<file path="config.mk">
export PLATFORM = sky130hd
export DESIGN_NAME = cap_host_port
export DESIGN_NICKNAME = d
export VERILOG_FILES = /design/src/cap_pkg.sv /design/src/cap_host_port.sv /design/src/cap_reg_select.sv
export VERILOG_INCLUDE_DIRS = /design/src
export SDC_FILE = /design/constraint.sdc
export NUM_CORES = 1
export LEC_CHECK = 0
export BUFFER_PORTS_ARGS = -buffer_cell sky130_fd_sc_hd__buf_2
export CAP_MARGIN = 15
export CORE_UTILIZATION = 46
export CTS_BUF_LIST = sky130_fd_sc_hd__clkbuf_16
export DETAILED_ROUTE_END_ITERATION = 6
export PLACE_DENSITY = 0.78
export SLEW_MARGIN = 5
export SYNTH_ARGS = -nofsm -noshare
export SYNTH_HDL_FRONTEND = slang
export SYNTH_SLANG_ARGS = --single-unit
</file>
<file path="constraint.sdc">
create_clock -name ref_clk -period 7.1 [get_ports ref_clk]
set_clock_uncertainty 0.1 [all_clocks]
set_input_delay 0.71 -clock ref_clk [delete_from_list [all_inputs] [get_ports ref_clk]]
set_output_delay 0.71 -clock ref_clk [all_outputs]
set_load 0.02 [all_outputs]
</file>
<file path="src/cap_regs.svh">
// constants and rule summary for the host access port
// Summary of operation
// - Every host port input and output is sampled and driven on the master clock edge.
// - Strobes are ignored unless the active-low port select is low.
// - Two active-low byte write strobes; the upper strobe bit low writes data bits 7 to 0 (register writes only; memory byte_wr is ~wr_n unswapped).
// - Read strobe low together with port select is a read request.
// - Target select 0 reaches internal registers by address bits 2 to 0, 1 forwards to memory.
// - Wait is never asserted for internal register accesses.
// - Forwarded accesses hold wait at least four cycles on reads and three on writes.
// - Wait is extended while the backend withholds grant or reports not ready.
// - Data enable is high exactly while read data is presented on the output bus.
`ifndef CAP_REGS_SVH
`define CAP_REGS_SVH
`define CAP_DW 16
`define CAP_RAW 3
`define CAP_RD_MIN_WAIT 3'h4
`define CAP_WR_MIN_WAIT 3'h3
`define CAP_CNT_ONE 3'h1
`define CAP_CNT_ZERO 3'h0
`define CAP_DATA_ZERO 16'h0000
`define CAP_LO_BYTE_STROBE 1
`define CAP_HI_BYTE_STROBE 0
`endif

</file>
<file path="src/cap_pkg.sv">
// types for the host access port
package cap_pkg;
  typedef enum logic [1:0] {CAP_IDLE, CAP_GRANT, CAP_XFER, CAP_DONE} cap_state_t;
  typedef struct packed {
    logic [15:0] addr;
    logic [15:0] wdata;
    logic [1:0] byte_wr;
    logic rd;
    logic wr;
  } cap_mem_req_t;
endpackage

</file>
<file path="src/cap_host_port.sv">
// host processor access port with register and backend memory paths
`include "cap_regs.svh"
module cap_host_port (
  // clock and reset
  input wire logic ref_clk,
  input wire logic rst,
  // host side
  input wire logic host_port_select_n,
  input wire logic [1:0] host_byte_write_n,
  input wire logic host_read_strobe_n,
  input wire logic host_target_is_memory,
  input wire logic [15:0] host_address,
  input wire logic [15:0] host_write_data,
  output logic [15:0] host_read_data,
  output logic host_data_drive_enable,
  output logic host_wait_n,
  // internal register file
  output logic [2:0] reg_index,
  output logic [15:0] reg_write_data,
  output logic [1:0] reg_byte_write,
  output logic reg_write,
  output logic reg_read,
  input wire logic [15:0] reg_read_data,
  // backend memory
  output cap_pkg::cap_mem_req_t mem_req,
  input wire logic [15:0] backend_read_data,
  input wire logic backend_grant_n,
  input wire logic backend_not_ready_n
);
  typedef struct packed {
    logic sel_n;
    logic rd_n;
    logic [1:0] wr_n;
    logic to_mem;
    logic [15:0] addr;
    logic [15:0] wdata;
    cap_pkg::cap_state_t state;
    logic [2:0] cnt;
    logic is_rd;
    logic [15:0] rdata;
    logic den;
    logic wait_n;
    logic [2:0] ridx;
    logic [15:0] rwd;
    logic [1:0] rbw;
    logic rwr;
    logic rrd;
    cap_pkg::cap_mem_req_t mreq;
  } cap_port_state_t;

  cap_port_state_t st;
  cap_port_state_t next_st;
  logic reg_rd_d;
  logic reg_wr_d;
  logic mem_rd_d;
  logic mem_wr_d;

  cap_reg_select u_sel (
    .sel_n(st.sel_n),
    .rd_n(st.rd_n),
    .wr_n(st.wr_n),
    .to_mem(st.to_mem),
    .reg_rd(reg_rd_d),
    .reg_wr(reg_wr_d),
    .mem_rd(mem_rd_d),
    .mem_wr(mem_wr_d)
  );

  always_comb begin
    next_st = st;
    // inputs are on the same clock, so one sampling stage only
    next_st.sel_n = host_port_select_n;
    next_st.rd_n = host_read_strobe_n;
    next_st.wr_n = host_byte_write_n;
    next_st.to_mem = host_target_is_memory;
    next_st.addr = host_address;
    next_st.wdata = host_write_data;
    next_st.rwr = 1'b0;
    next_st.rrd = 1'b0;
    next_st.mreq.rd = 1'b0;
    next_st.mreq.wr = 1'b0;
    case (st.state)
      cap_pkg::CAP_IDLE: begin
        next_st.wait_n = 1'b1;
        if (reg_rd_d) begin
          next_st.ridx = st.addr[`CAP_RAW-1:0];
          // register file answers for the index set one edge earlier, so the
          // enable waits a cycle rather than show the previous register
          next_st.rrd = !st.den && !st.rrd;
          next_st.rdata = reg_read_data;
          next_st.den = st.rrd || st.den;
        end else if (reg_wr_d) begin
          next_st.ridx = st.addr[`CAP_RAW-1:0];
          next_st.rwd = st.wdata;
          // upper strobe bit selects the low byte lane
          next_st.rbw[0] = !st.wr_n[`CAP_LO_BYTE_STROBE];
          next_st.rbw[1] = !st.wr_n[`CAP_HI_BYTE_STROBE];
          next_st.rwr = !st.rwr && (st.rbw == 2'h0 || st.den);
          next_st.den = 1'b0;
        end else if (mem_rd_d || mem_wr_d) begin
          next_st.den = 1'b0;
          next_st.wait_n = 1'b0;
          next_st.is_rd = mem_rd_d;
          next_st.cnt = mem_rd_d ? `CAP_RD_MIN_WAIT : `CAP_WR_MIN_WAIT;
          next_st.mreq.addr = st.addr;
          next_st.mreq.wdata = st.wdata;
          next_st.mreq.byte_wr = ~st.wr_n;
          next_st.state = cap_pkg::CAP_GRANT;
        end else begin
          next_st.den = 1'b0;
          next_st.rbw = 2'h0;
        end
      end
      cap_pkg::CAP_GRANT: begin
        next_st.wait_n = 1'b0;
        if (st.cnt != `CAP_CNT_ZERO) begin
          next_st.cnt = st.cnt - `CAP_CNT_ONE;
        end
        if (!backend_grant_n) begin
          next_st.mreq.rd = st.is_rd;
          next_st.mreq.wr = !st.is_rd;
          next_st.state = cap_pkg::CAP_XFER;
        end
      end
      cap_pkg::CAP_XFER: begin
        next_st.wait_n = 1'b0;
        if (st.cnt != `CAP_CNT_ZERO) begin
          next_st.cnt = st.cnt - `CAP_CNT_ONE;
        end
        if (!backend_not_ready_n) begin
          next_st.mreq.rd = st.is_rd;
          next_st.mreq.wr = !st.is_rd;
        end else begin
          if (st.is_rd) begin
            next_st.rdata = backend_read_data;
          end
          next_st.state = cap_pkg::CAP_DONE;
        end
      end
      cap_pkg::CAP_DONE: begin
        if (st.cnt > `CAP_CNT_ONE) begin
          next_st.cnt = st.cnt - `CAP_CNT_ONE;
          next_st.wait_n = 1'b0;
        end else begin
          next_st.cnt = `CAP_CNT_ZERO;
          next_st.wait_n = 1'b1;
          next_st.den = st.is_rd;
        end
        // hold until the host drops its strobe so one strobe makes one backend access
        if (st.wait_n && (st.sel_n || (st.rd_n && st.wr_n == 2'h3))) begin
          next_st.den = 1'b0;
          next_st.state = cap_pkg::CAP_IDLE;
        end
      end
      default: begin
        next_st.state = cap_pkg::CAP_IDLE;
        next_st.wait_n = 1'b1;
      end
    endcase
  end

  always_ff @(posedge ref_clk or posedge rst) begin
    if (rst) begin
      st <= '0;
      st.sel_n <= 1'b1;
      st.rd_n <= 1'b1;
      st.wr_n <= 2'h3;
      st.wait_n <= 1'b1;
      st.state <= cap_pkg::CAP_IDLE;
    end else begin
      st <= next_st;
    end
  end

  assign host_read_data = st.rdata;
  assign host_data_drive_enable = st.den;
  assign host_wait_n = st.wait_n;
  assign reg_index = st.ridx;
  assign reg_write_data = st.rwd;
  assign reg_byte_write = st.rbw;
  assign reg_write = st.rwr;
  assign reg_read = st.rrd;
  assign mem_req = st.mreq;

  // after one idle cycle with no request, wait never drops on a register read
  AST_NO_WAIT_REG: assert property (@(posedge ref_clk) disable iff (rst)
    (st.state == cap_pkg::CAP_IDLE && !reg_rd_d && !reg_wr_d && !mem_rd_d && !mem_wr_d ##1
     reg_rd_d) |=> host_wait_n)
    else $error("wait asserted on register access");
  AST_RD_MIN_WAIT: assert property (@(posedge ref_clk) disable iff (rst)
    $fell(host_wait_n) && st.is_rd |-> !host_wait_n [*4])
    else $error("read wait shorter than four cycles");
  AST_WR_MIN_WAIT: assert property (@(posedge ref_clk) disable iff (rst)
    $fell(host_wait_n) && !st.is_rd |-> !host_wait_n [*3])
    else $error("write wait shorter than three cycles");
  AST_GRANT_HOLDS: assert property (@(posedge ref_clk) disable iff (rst)
    st.state == cap_pkg::CAP_GRANT && backend_grant_n |=> !host_wait_n)
    else $error("wait released without grant");
  AST_NOT_READY_HOLDS: assert property (@(posedge ref_clk) disable iff (rst)
    st.state == cap_pkg::CAP_XFER && !backend_not_ready_n |=>
      !host_wait_n && mem_req.rd == st.is_rd && mem_req.wr == !st.is_rd)
    else $error("wait released while backend not ready");
  AST_DEN_READ_ONLY: assert property (@(posedge ref_clk) disable iff (rst)
    host_data_drive_enable |-> host_wait_n && (st.state == cap_pkg::CAP_IDLE || st.is_rd))
    else $error("data enable outside a read");
  AST_SELECT_GATES: assert property (@(posedge ref_clk) disable iff (rst)
    st.sel_n && st.state == cap_pkg::CAP_IDLE |=> !reg_write && host_wait_n)
    else $error("access taken without select");
  AST_REG_INDEX: assert property (@(posedge ref_clk) disable iff (rst)
    reg_rd_d && st.state == cap_pkg::CAP_IDLE |=> reg_index == $past(st.addr[2:0]))
    else $error("register index not from address");
  AST_BYTE_LANE: assert property (@(posedge ref_clk) disable iff (rst)
    reg_wr_d && st.state == cap_pkg::CAP_IDLE |=> reg_byte_write[0] == !$past(st.wr_n[1]))
    else $error("upper strobe did not select low byte");
  AST_MEM_ADDR: assert property (@(posedge ref_clk) disable iff (rst)
    st.state == cap_pkg::CAP_IDLE && (mem_rd_d || mem_wr_d) |=>
      mem_req.addr == $past(st.addr) && mem_req.wdata == $past(st.wdata))
    else $error("memory request address or data not taken from host");
  COV_MEM_READ: cover property (@(posedge ref_clk) disable iff (rst)
    st.state == cap_pkg::CAP_DONE && st.is_rd && host_wait_n);
  COV_MEM_WRITE: cover property (@(posedge ref_clk) disable iff (rst)
    st.state == cap_pkg::CAP_DONE && !st.is_rd && host_wait_n);
  COV_REG_WRITE: cover property (@(posedge ref_clk) disable iff (rst) reg_write);
  COV_NOT_READY: cover property (@(posedge ref_clk) disable iff (rst)
    st.state == cap_pkg::CAP_XFER && !backend_not_ready_n);
endmodule

</file>
<file path="src/cap_reg_select.sv">
// decode of a host access into register or memory request
`include "cap_regs.svh"
module cap_reg_select (
  // host request, already registered
  input wire logic sel_n,
  input wire logic rd_n,
  input wire logic [1:0] wr_n,
  input wire logic to_mem,
  // decoded request
  output logic reg_rd,
  output logic reg_wr,
  output logic mem_rd,
  output logic mem_wr
);
  logic active;
  logic any_wr;
  always_comb begin
    active = !sel_n;
    any_wr = active && (wr_n != 2'h3);
    reg_rd = active && !rd_n && !to_mem;
    reg_wr = any_wr && !to_mem;
    mem_rd = active && !rd_n && to_mem;
    mem_wr = any_wr && to_mem && rd_n;
  end
endmodule

</file>
; Yosys cells after proc, flatten, opt, wreduce, memory -nomap -nowiden
; Index checks and enable logic that the tools add are counted.
[totals]
latch_bits = 0
reg_bits = 120
ramBits = 0
romBits = 0
inputBits = 73
n_memories = 0
[classes]
multipliers = 0
eq_ne = 15
n_shift = 0
order_cmp = 1
mux = 37
bitwise = 3
div = 0
addsub = 1
reduce_logical = 39
[ops]
columns = op, n
row1 = $mux 34, 3
row2 = $mux 16, 3
row3 = $mux 36, 1
row4 = $pmux 16 s2, 1
row5 = $ne 2x2->1 const B, 10
row6 = $pmux 5 s4, 1
row7 = $mux 19, 1
row8 = $mux 6, 3
row9 = $mux 2, 7
row10 = $mux 3, 4
row11 = $logic_and 1x1->1, 11
row12 = $mux 1, 10
row13 = $logic_not 1->1, 9
row14 = $reduce_and 3->1, 3
row15 = $reduce_and 4->1, 2
row16 = $eq 2x2->1 const B, 3
row17 = $reduce_and 6->1, 1
row18 = $reduce_bool 2->1, 3
row19 = $logic_not 2->1, 2
row20 = $logic_or 1x1->1, 4
row21 = $pmux 2 s2, 1
row22 = $reduce_and 2->1, 2
row23 = $gt 3x1->1 const B, 1
row24 = $ne 3x3->1 const B, 1
row25 = other kinds (8), 9

; Longest topological paths before layout
; Gate-level depths: netlist of run 1.
[depth]
depth_word = 9
mapped_depth = 7
depth_no_buf = 6

; Modules after synthesis
; From an unflattened synthesis of run 1, not the netlist that was laid out.
[unflattened]
hier_cells = 391
hier_area_um2 = 5096.1
[modules_own_cells]
columns = mod, cells_each, n_inst, seq_area_each_um2, area_per_inst_um2
row1 = cap_host_port, 386, 1, 3009.1, 5059.9
row2 = cap_reg_select, 5, 1, 0.0, 36.3

; Worst setup path before layout of run 1
; Ideal clock, no wire load.
[synth_timing]
path_kind = register to register
start = register st[81] (netlist bit)
end = register st (netlist bit reg_write_data[0])
synth_period_minus_slack_ns = 1.848
slack_ns = 5.252
arrival_ns = 1.621
path_stages_with_launch = 8
setup_time_ns = 0.127
path_buffers = 1
path_cell_list = dfrtp_1 -> inv_1 -> ha_1 -> inv_2 -> nor3_4 -> nand3_4 -> buf_6 -> mux2_1
[synth_between]
elab_chain_len = 2
[synth_rtl]
columns = item, line
row1 = from (decl), cap_host_port.sv:51  ; cap_port_state_t st;
row2 = from (signal assigned), cap_host_port.sv:171  ; st <= next_st;
row3 = $logic_not 2->1, cap_host_port.sv:82  ; case (st.state)
row4 = $reduce_and 3->1 (no line), n/a
; Every way passes these cells.
; A chain may end at the register's enable or synchronous reset.

; Final worst setup path of run 1
[layout_timing]
start = register st[81] (netlist bit)
end = register st (netlist bit host_read_data[5])
[layout_between]
elab_chain_len = 3
[layout_rtl]
columns = item, line
row1 = $eq 2x2->1 or $logic_not 2->1 (tied branches), cap_host_port.sv:82
row2 = $ne 2x2->1 (no line) or $reduce_bool 2->1 (tied branches), n/a
row3 = $reduce_and 4->1 (no line), n/a
; Parallel ways exist; a longest one is shown, timed or not.

==> flow_summary_export.csv, run 1 <==
group,metric,value,unit
run_status,status,"finished clean",
floorplanning,rows,38,
cts,h-tree-depth,4,
routing,viasPerCell,4.92,
cts,cts_buffers,17,
yosys,avgSynthCellArea,13.0,sq um
setup_path,r2r_setup_slack,4.50,ns
routing,drt_iter0_drc,95,
yosys,netlist_area,5090,sq um
floorplanning,die_w,107,um
global_routing,use_met2,29.2,%
global_routing,grt_pass1_vias,3141,
routing,wl,9.36,mm
yosys,ys.flop_type,"dfrtp_1",
setup_path,startpoint_type,"register",
global_routing,grt_use_met3,5.23,%
global_routing,gr-usage-met1,19.9,%
setup_path,required,7.32,ns
setup_path,cp_max_fo,32,
yosys,synth.distinct_cells,42,
setup_path,rr_startpoint,"st[81]",
sta,slew_viol_final,0,
yosys,synth_seq_area_share,59.1,%
sta,fin_tns_setup,0,ns
global_routing,grt_max_degree,68,
cells_and_area,instances_no_fill,628,
sta,worstMarginPinSlew,1.07,ns
global_routing,grt_pass1_wl,15.1,mm
cells_and_area,multi_input_area,1410,sq um
yosys,yosysWarningCount,0,
cells_and_area,n_fill_cell,921,
setup_path,arrival,2.82,ns
min_path,hold_path.class,"in -> async",
yosys,async_flop_share,100,%
floorplanning,ios,150,
sta,fin_crit,2.60,ns
routing,ant_nets,0,
routing,vias,3092,
sta,finalCritPeriodShare,36.7,%
routing,drt_first_pass_iters,5,
routing,wl_per_cell,14.9,um
cts,hold_buffers,0,
yosys,synth_enable_flop_cells,0,
setup_path,r2r-end,"host_read_data[5]",
yosys,synth_area_leaders,"dfrtp_1, buf_4, mux2_2",
place,hpwl,6.43,mm
yosys,yosysTopAreaCell,"dfrtp_1",
cts,clkLatencyLatePin,0.40,ns
yosys,syn_nets,472,
cts,cts_root_buffer,"clkbuf_16",
global_routing,antenna_found_initial,1,
cells_and_area,finalCoreUtilization,54.9,%
sta,hold_viol_final,0,
setup_path,rr_worst_depth,6,
floorplanning,die_h,107,um
sta,slew_headroom,28.3,%
cells_and_area,synthToLayoutAreaGrowth,16.5,%
pwr,ir_worst_vdd,0.202,mV
setup_path,path_class,"reg -> reg",
cts,clkTransAtPathRegs,0.05,ns
yosys,synth_top_area_share,56.6,%
cts,tritoncts,"done",
global_routing,busiest_layer,"met2",
cts,postCtsSetupBuffers,0,
cells_and_area,final-seq-area,3010,sq um
setup_path,end_kind,"register",
sta,setup_viol,0,
pwr,pwr_density_cell,485,nW/um^2
yosys,syn_inst,392,
yosys,yosysMostFrequentCell,"dfrtp_1",
cells_and_area,drive_gt1_share,47.3,%
yosys,synth_top_cells_by_count,"dfrtp_1, buf_4, mux2_2",
pwr,p_leak,2.85,nW
cells_and_area,stdcell_area,5930,sq um
cts,cts_resized,0,
global_routing,track_usage,17.3,%
place,portBuffers,149,
floorplanning,die_area,11500,sq um
cts,clock_path_buffers,2,
place,place_area,5400,sq um
global_routing,gr-total-overflow,0,
floorplanning,initial_utilization,47.1,%
yosys,ys_seq_elements,120,
cts,clock-sinks,120,
pwr,report.power.total,2.87,mW
sta,grt_setup_unrepaired,"false",
place,dp.cells,596,
job,drv_cap,0,
cells_and_area,diodes,0,
floorplanning,core,10800,sq um
place,gp_congestion,0.818,
cells_and_area,fin_nets,557,
routing,drc,0,
sta,max_freq,384,MHz
kinds of logic after synthesis:
kind of cell	Yosys count	synth area share, %
AO/OA/AOI/OAI	52	6.27
XOR/XNOR	1	0.172
buffers and inverters	97	13.2
flip-flops	120	59.1
multiplexers	69	14.9
AND/OR/NAND/NOR	46	4.62
adder cells (fa/ha/maj)	7	1.72
registers in the layout (all words and copies together) (netlist names):
name                    cells
st                         43
host_read_data             16
reg_read                    1
host_data_drive_enable      1
reg_write_data             16
reg_index                   3
reg_byte_write              2
host_wait_n                 1
mem_req                    36
reg_write                   1
critical path, stage by stage, from the launching register on:
cell      delay, ns
dfrtp_1        0.40
inv_1          0.12
ha_1           0.54
nor2_1         0.17
a211oi_4       0.91
nor2_1         0.11
a21oi_1        0.17
placed cells by master, fill, tap and decap left out, types with 7 or more instances in the layout:
cell       instances
mux2_1            10
buf_2            149
nor2_1            28
mux2i_1           17
clkbuf_16         17
dfrtp_1          115
ha_1               7
o21ai_0           10
a21oi_1           23
inv_1             12
mux2_2            42
how the worst max path moves through the flow:
stage                                   to    from  slack [ns]  cells after the start
floorplan           host_data_drive_enable     rst        3.11                      1
global placement        host_read_data[14]  st[81]        4.30                      5
detailed placement       host_read_data[5]  st[81]        4.06                      6
CTS                      host_read_data[5]  st[81]        4.01                      6
global route            host_read_data[11]  st[81]        4.25                      6
finish                   host_read_data[5]  st[81]        4.50                      6
metal layers:
| layer | vias up | routed length, um |
|---|---|---|
| met5 | - | 0 |
| met4 | 0 | 163 |
| met3 | 14 | 551 |
| met2 | 99 | 4930 |
| met1 | 1538 | 3710 |
| li1 | 1441 | - |
layout make-up:
type                            count  share of cell area [%]
Timing Repair Buffer              152                    13.3
Sequential cell                   120                    50.8
Clock buffer                       17                    7.18
Inverter                           11                   0.739
Multi-Input combinational cell    175                    23.9
Clock inverter                     13                    1.18
Tap cell                          140                    2.96
through the flow:
stage | hold slack (ns) | setup slack [ns]
after floorplan | 0.325 | 3.11
after global placement | 0.323 | 4.30
after detailed placement | 0.337 | 4.06
after CTS | 0.290 | 4.01
after global routing | 0.289 | 4.25
final | 0.304 | 4.50
power by group:
part	internal [mW]	switching, mW	total (mW)
clock	0.431	0.280	0.711
combinational	0.441	0.664	1.11
sequential	0.929	0.129	1.06
total	1.80	1.07	2.87
Power figures use the tool's default switching activity.
==> run 2: changes to the inputs <==
clock period = 2.5 ns   (was 7.1 ns; I/O delays follow)
==> run 2 against run 1 <==
Net effect: design area rose by 7.1%; via count increased by 4.7%; non-clock buffer count is 41 higher; total power grew to 2.9 times the previous value; sequential power grew to 2.8 times the previous value; final cell count up 6.5%; sequential share of layout area shrank 3.3 points.
==> flow_summary_export.csv, run 2 (same netlist as run 1, synthesis figures left out) <==
group,metric,value,unit
pwr,p_switching,3.02,mW
pwr,p_int,5.26,mW
global_routing,gr-total-overflow,0,
floorplanning,die_h,107,um
pwr,ir_worst_vdd,0.568,mV
pwr,clkPwrFrac,25.0,%
sta,setup_viol,0,
sta,finalCritPeriodShare,79.3,%
floorplanning,die_w,107,um
setup_path,path_class,"reg -> reg",
setup_path,slowest_delay,0.40,ns
sta,fin_tns_setup,0,ns
floorplanning,rows,38,
cells_and_area,largest_reg_flops,43,
global_routing,track_usage,18.0,%
cts,cts_resized,0,
place,dp.cells,601,
cts,cts_root_buffer,"clkbuf_16",
routing,wl_met3,529,um
global_routing,grt_max_degree,121,
routing,drc,0,
routing,met1_length,3.85,mm
setup_path,cp_cell_sequence,"inv_1 -> ha_1 -> buf_4 -> nor2_1 -> a211oi_4 -> buf_4 -> nor2_1 -> a21oi_1",
pwr,pwr_density_cell,1300,nW/um^2
pwr,p_leak,3.05,nW
run_status,status,"finished clean",
floorplanning,die_area,11500,sq um
global_routing,grt_pass1_vias,3289,
setup_path,end_kind,"register",
global_routing,antenna_found_initial,0,
sta,fin_crit,1.98,ns
cells_and_area,layout_commonest_cell,"buf_2",
place,portBuffers,149,
floorplanning,initial_utilization,47.1,%
setup_path,path_delay_family,"buffers and inverters",
place,gp_congestion,0.821,
min_path,hold_path.class,"in -> reg",
setup_path,cp_max_fo,32,
sta,worst_slack,0.517,ns
setup_path,worst-path-buf-inv,3,
routing,top_layer_used,"met4",
floorplanning,core,10800,sq um
place,hpwl,6.42,mm
pwr,sequentialPowerShare,36.3,%
routing,viasPerCell,4.84,
cells_and_area,diodes,0,
sta,slew_headroom,59.1,%
cts,clkTransAtPathRegs,0.05,ns
cells_and_area,mostFrequentLayoutCells,"buf_2, dfrtp_1, mux2_2, dlygate4sd3_1, nor2_1",
routing,vias,3238,
cts,clock-sinks,120,
cells_and_area,fin_nets,598,
pwr,report.power.total,8.28,mW
pwr,sw_frac_of_total,36.5,%
routing,wl_per_cell,14.6,um
routing,ant_nets,0,
setup_path,arrival,2.21,ns
cts,cts_buffers,17,
setup_path,critPathSlowestCell,"dfrtp_1",
cts,clkLatencyLatePin,0.40,ns
routing,wl_met2,5.23,mm
routing,wl,9.75,mm
cells_and_area,n_fill_cell,872,
job,drv_cap,0,
place,place_area,5460,sq um
cts,clock_path_buffers,2,
cells_and_area,synthToLayoutAreaGrowth,24.7,%
setup_path,startpoint_type,"register",
sta,hold_viol_final,0,
cts,tritoncts,"done",
pwr,combPwrFrac,38.7,%
setup_path,required,2.72,ns
cts,h-tree-depth,4,
cells_and_area,stdcell_area,6340,sq um
sta,grt_setup_unrepaired,"false",
routing,drt_iter0_drc,151,
routing,drt_first_pass_iters,4,
place,pre_cts_slack,0.534,ns
cells_and_area,drive_gt1_share,43.3,%
floorplanning,ios,150,
sta,slew_viol_final,0,
global_routing,grt_pass1_wl,15.6,mm
cells_and_area,top_register,"st",
sta,max_freq,504,MHz
cells_and_area,instances_no_fill,669,
sta,worstMarginPinSlew,0.613,ns
[run 2: changes by cell type in the layout (fill, tap and decap cells not counted)]
cell and change:
clkinvlp_4 -3, inv_1 +4, clkinv_1 +1, buf_12 +1, bufinv_16 +1, dlygate4sd3_1 +38, buf_8 -1, buf_4 +3
clkinv_2 -2, inv_4 -1
[run 2: worst paths after layout]
path | from | end | slack, ns | cells past startpoint
max in group asynchronous | rst | mem_req[4] | 1.36 | 4
setup / recovery | st[81] | host_read_data[7] | 0.52 | 8
min in group asynchronous | rst | mem_req[26] | 0.48 | 4
hold reg to reg | reg_write | reg_write | 0.33 | 1
setup reg to reg | st[81] | host_read_data[7] | 0.52 | 8
hold / removal | reg_read_data[3] | host_read_data[3] | 0.05 | 3
[run 2: worst reg2reg max path, delay by kind of cell (launching register included)]
family                   cells  cell delay, ns
AND/OR/NAND/NOR              2            0.19
flip-flops                   1            0.40
AO/OA/AOI/OAI                2            0.32
buffers and inverters        3            0.64
adder cells (fa/ha/maj)      1            0.25
[run 2: per-layer routing]
| layer | GRT usage [%] | vias up |
|---|---|---|
| met5 | 0 | - |
| met4 | 9.20 | 0 |
| met3 | 5.29 | 11 |
| met2 | 30.1 | 97 |
| met1 | 21.0 | 1618 |
| li1 | - | 1512 |
[run 2: layout make-up]
type | instances | area (sq um) | share of cell area (%)
flip-flops and latches | 120 | 3010 | 47.4
repair buffers | 193 | 1200 | 18.9
inverters | 11 | 45.0 | 0.710
well taps | 140 | 175 | 2.76
multi-input cells | 175 | 1410 | 22.3
clock buffers | 17 | 425 | 6.71
clock inverters | 13 | 78.8 | 1.24
[run 2: stage by stage]
stage	utilization, %	hold slack, ns
floorplan	-	0.154
global placement	50.6	0.256
detailed placement	50.6	0.256
CTS	58.8	0.0371
global route	58.8	0.0465
finish	58.8	0.0514
[run 2: power by group through the flow]
| stage | clock network (mW) | logic [mW] | registers (mW) |
|---|---|---|---|
| floorplan | 0 | 3.02 | 2.95 |
| finish | 2.07 | 3.20 | 3.00 |
| global placement | 0 | 3.06 | 2.99 |
| detailed placement | 0 | 3.15 | 3.02 |
| CTS | 2.13 | 3.22 | 3.01 |
| global route | 2.21 | 3.47 | 3.10 |
[run 2: timing repair]
action                     4_1_cts  5_1_grt
setup buffers                    0        0
setup endpoints to repair        0        0
hold buffers                    38        0
hold endpoints to repair       152        0
==> run 3: changes to the inputs <==
PLACE_DENSITY = 0.81   (was 0.78)
clock period = 1.65 ns   (was 2.5 ns; I/O delays follow)
==> run 3 against run 2 <==
Net effect: the flow now finishes with violations (setup timing); via count increased by 11%; core utilization increased by 11 points; flip-flop and latch count did not move; largest cell class unchanged; design area up 18%; critical endpoint is now reg_write_data[0]; setup slack worse by 0.70 ns.
==> flow_summary_export.csv, run 3 (same netlist as run 1, synthesis figures left out) <==
group,metric,value,unit
cts,tritoncts,"done",
cells_and_area,stdcell_area,7490,sq um
min_path,min_from,"backend_grant_n",
cts,clkTransAtPathRegs,0.06,ns
place,place_area,5640,sq um
setup_path,cp_cell_sequence,"inv_2 -> ha_4 -> buf_6 -> inv_4 -> nor3_4 -> nand3_4 -> buf_12 -> mux2_4",
sta,fin_crit,1.83,ns
pwr,pwr_density_cell,2010,nW/um^2
cells_and_area,instances_no_fill,743,
place,portBuffers,149,
cells_and_area,top_register,"st",
sta,fin_hold_ws,0.164,ns
routing,drc,0,
pwr,combPwrFrac,43.5,%
pwr,sequentialPowerShare,30.6,%
place,pre_cts_slack,-0.153,ns
cells_and_area,largest_reg_flops,43,
cells_and_area,layout_commonest_cell,"buf_2",
setup_path,cp_max_fo,8,
sta,fin_tns_setup,-7.23,ns
setup_path,required,1.84,ns
global_routing,grt_max_degree,121,
run_status,status,"complete, but fails checks",
pwr,p_leak,3.59,nW
sta,hold_viol_final,0,
sta,slew_viol_final,0,
global_routing,gr-total-overflow,0,
cts,clock-sinks,120,
cells_and_area,n_fill_cell,712,
setup_path,worst-path-buf-inv,4,
floorplanning,die_h,107,um
floorplanning,initial_utilization,47.1,%
setup_path,r2r_setup_slack,-0.18,ns
cts,clkLatencyLatePin,0.42,ns
min_path,whs_path_depth,4,
cts,h-tree-depth,4,
setup_path,slowest_delay,0.40,ns
place,dp.cells,618,
cts,clock_path_buffers,2,
setup_path,rr_worst_depth,8,
global_routing,grt_pass1_wl,19.5,mm
setup_path,r2r-end,"reg_write_data[0]",
min_path,hold_path.class,"in -> reg",
floorplanning,core,10800,sq um
global_routing,track_usage,22.8,%
pwr,sw_frac_of_total,35.3,%
cells_and_area,fin_nets,670,
routing,wl,12.4,mm
run_status,violations,"setup timing",
routing,ant_nets,0,
sta,finalCritPeriodShare,111,%
routing,wl_per_cell,16.7,um
cts,cts_root_buffer,"clkbuf_16",
sta,setup_viol,73,
sta,worst_slack,-0.178,ns
global_routing,antenna_found_initial,0,
floorplanning,die_w,107,um
cells_and_area,synthToLayoutAreaGrowth,47.3,%
routing,vias,3601,
job,drv_cap,0,
pwr,clkPwrFrac,25.9,%
global_routing,grt_pass1_vias,3938,
cells_and_area,drive_gt1_share,51.1,%
floorplanning,ios,150,
pwr,ir_worst_vdd,1.12,mV
sta,worstMarginPinSlew,0.629,ns
setup_path,path_delay_family,"flip-flops",
pwr,p_switching,5.30,mW
cells_and_area,diodes,0,
setup_path,rr_startpoint,"st[81]",
routing,viasPerCell,4.85,
cts,cts_buffers,17,
sta,max_freq,547,MHz
routing,drt_first_pass_iters,6,
place,hpwl,6.42,mm
sta,slew_headroom,58.1,%
cells_and_area,multi_input_area,1680,sq um
sta,grt_setup_unrepaired,"true",
setup_path,end_kind,"register",
routing,drt_iter0_drc,163,
cells_and_area,mostFrequentLayoutCells,"buf_2, dfrtp_1, dlygate4sd3_1, mux2_4, buf_4",
place,gp_congestion,0.831,
pwr,p_int,9.73,mW
min_path,holdPathEnd,"mem_req[1]",
setup_path,critPathSlowestCell,"dfrtp_1",
setup_path,path_class,"reg -> reg",
cells_and_area,final-seq-area,3010,sq um
floorplanning,die_area,11500,sq um
floorplanning,rows,38,
setup_path,arrival,2.02,ns
setup_path,startpoint_type,"register",
## run 3: cell count changes in the layout (fill, tap and decap cells not counted), sizes merged
cell,change
buf,+39
bufinv,+3
clkbuf,+1
clkinvlp,+4
dlygate4sd3,+32
inv,-5
## run 3: how the worst max path moves through the flow
stage / startpoint / endpoint / cells after the start
finish: st[81] / reg_write_data[0] / 8
global route: st[81] / reg_write_data[0] / 8
CTS: st[81] / host_read_data[3] / 9
detailed placement: st[82] / mem_req[34] / 6
global placement: st[82] / mem_req[28] / 6
floorplan: st[82] / mem_req[10] / 6
## run 3: cell type report
cell class | count | area share, %
well taps | 140 | 2.34
inverters | 11 | 0.634
repair buffers | 265 | 26.1
clock inverters | 15 | 2.69
flip-flops and latches | 120 | 40.2
multi-input cells | 175 | 22.5
clock buffers | 17 | 5.68
## run 3: what timing repair did
item,4_1_cts,5_1_grt
gates cloned,3,1
buffers inserted,12,10
endpoints found under the hold margin,168,0
resized for setup,49,30
pin swaps,5,6
hold buffers,70,0
setup endpoints to repair,70,78
## run 3: routing by layer
metal | wire length, um | up-vias | track usage [%]
met3 | 639 | 28 | 6.75
met2 | 6390 | 135 | 38.0
met4 | 289 | 0 | 10.5
met1 | 5070 | 1778 | 27.0
met5 | 0 | - | 0
li1 | - | 1660 | -
## run 3: power by group through the flow
| stage | Sequential, mW | Combinational (mW) | Clock (mW) |
|---|---|---|---|
| 2_1_floorplan | 4.47 | 4.64 | 0 |
| 3_3_place_gp | 4.54 | 4.92 | 0 |
| 3_5_place_dp | 4.59 | 5.06 | 0 |
| 4_1_cts | 4.58 | 6.00 | 3.97 |
| 5_1_grt | 4.71 | 6.98 | 4.12 |
| 6_report | 4.60 | 6.53 | 3.90 |
## run 3: per-stage QoR
| stage | utilization [%] | power [mW] |
|---|---|---|
| floorplan | - | 9.11 |
| global placement | 52.3 | 9.46 |
| detailed placement | 52.3 | 9.66 |
| CTS | 67.8 | 14.5 |
| global route | 69.4 | 15.8 |
| finish | 69.4 | 15.0 |
## run 3: worst register-to-register path, cell delays in order, from the launching register on
cell and delay (ns):
dfrtp_1 0.40, inv_2 0.09, ha_4 0.17, buf_6 0.11, inv_4 0.03, nor3_4 0.19, nand3_4 0.14, buf_12 0.17
mux2_4 0.31
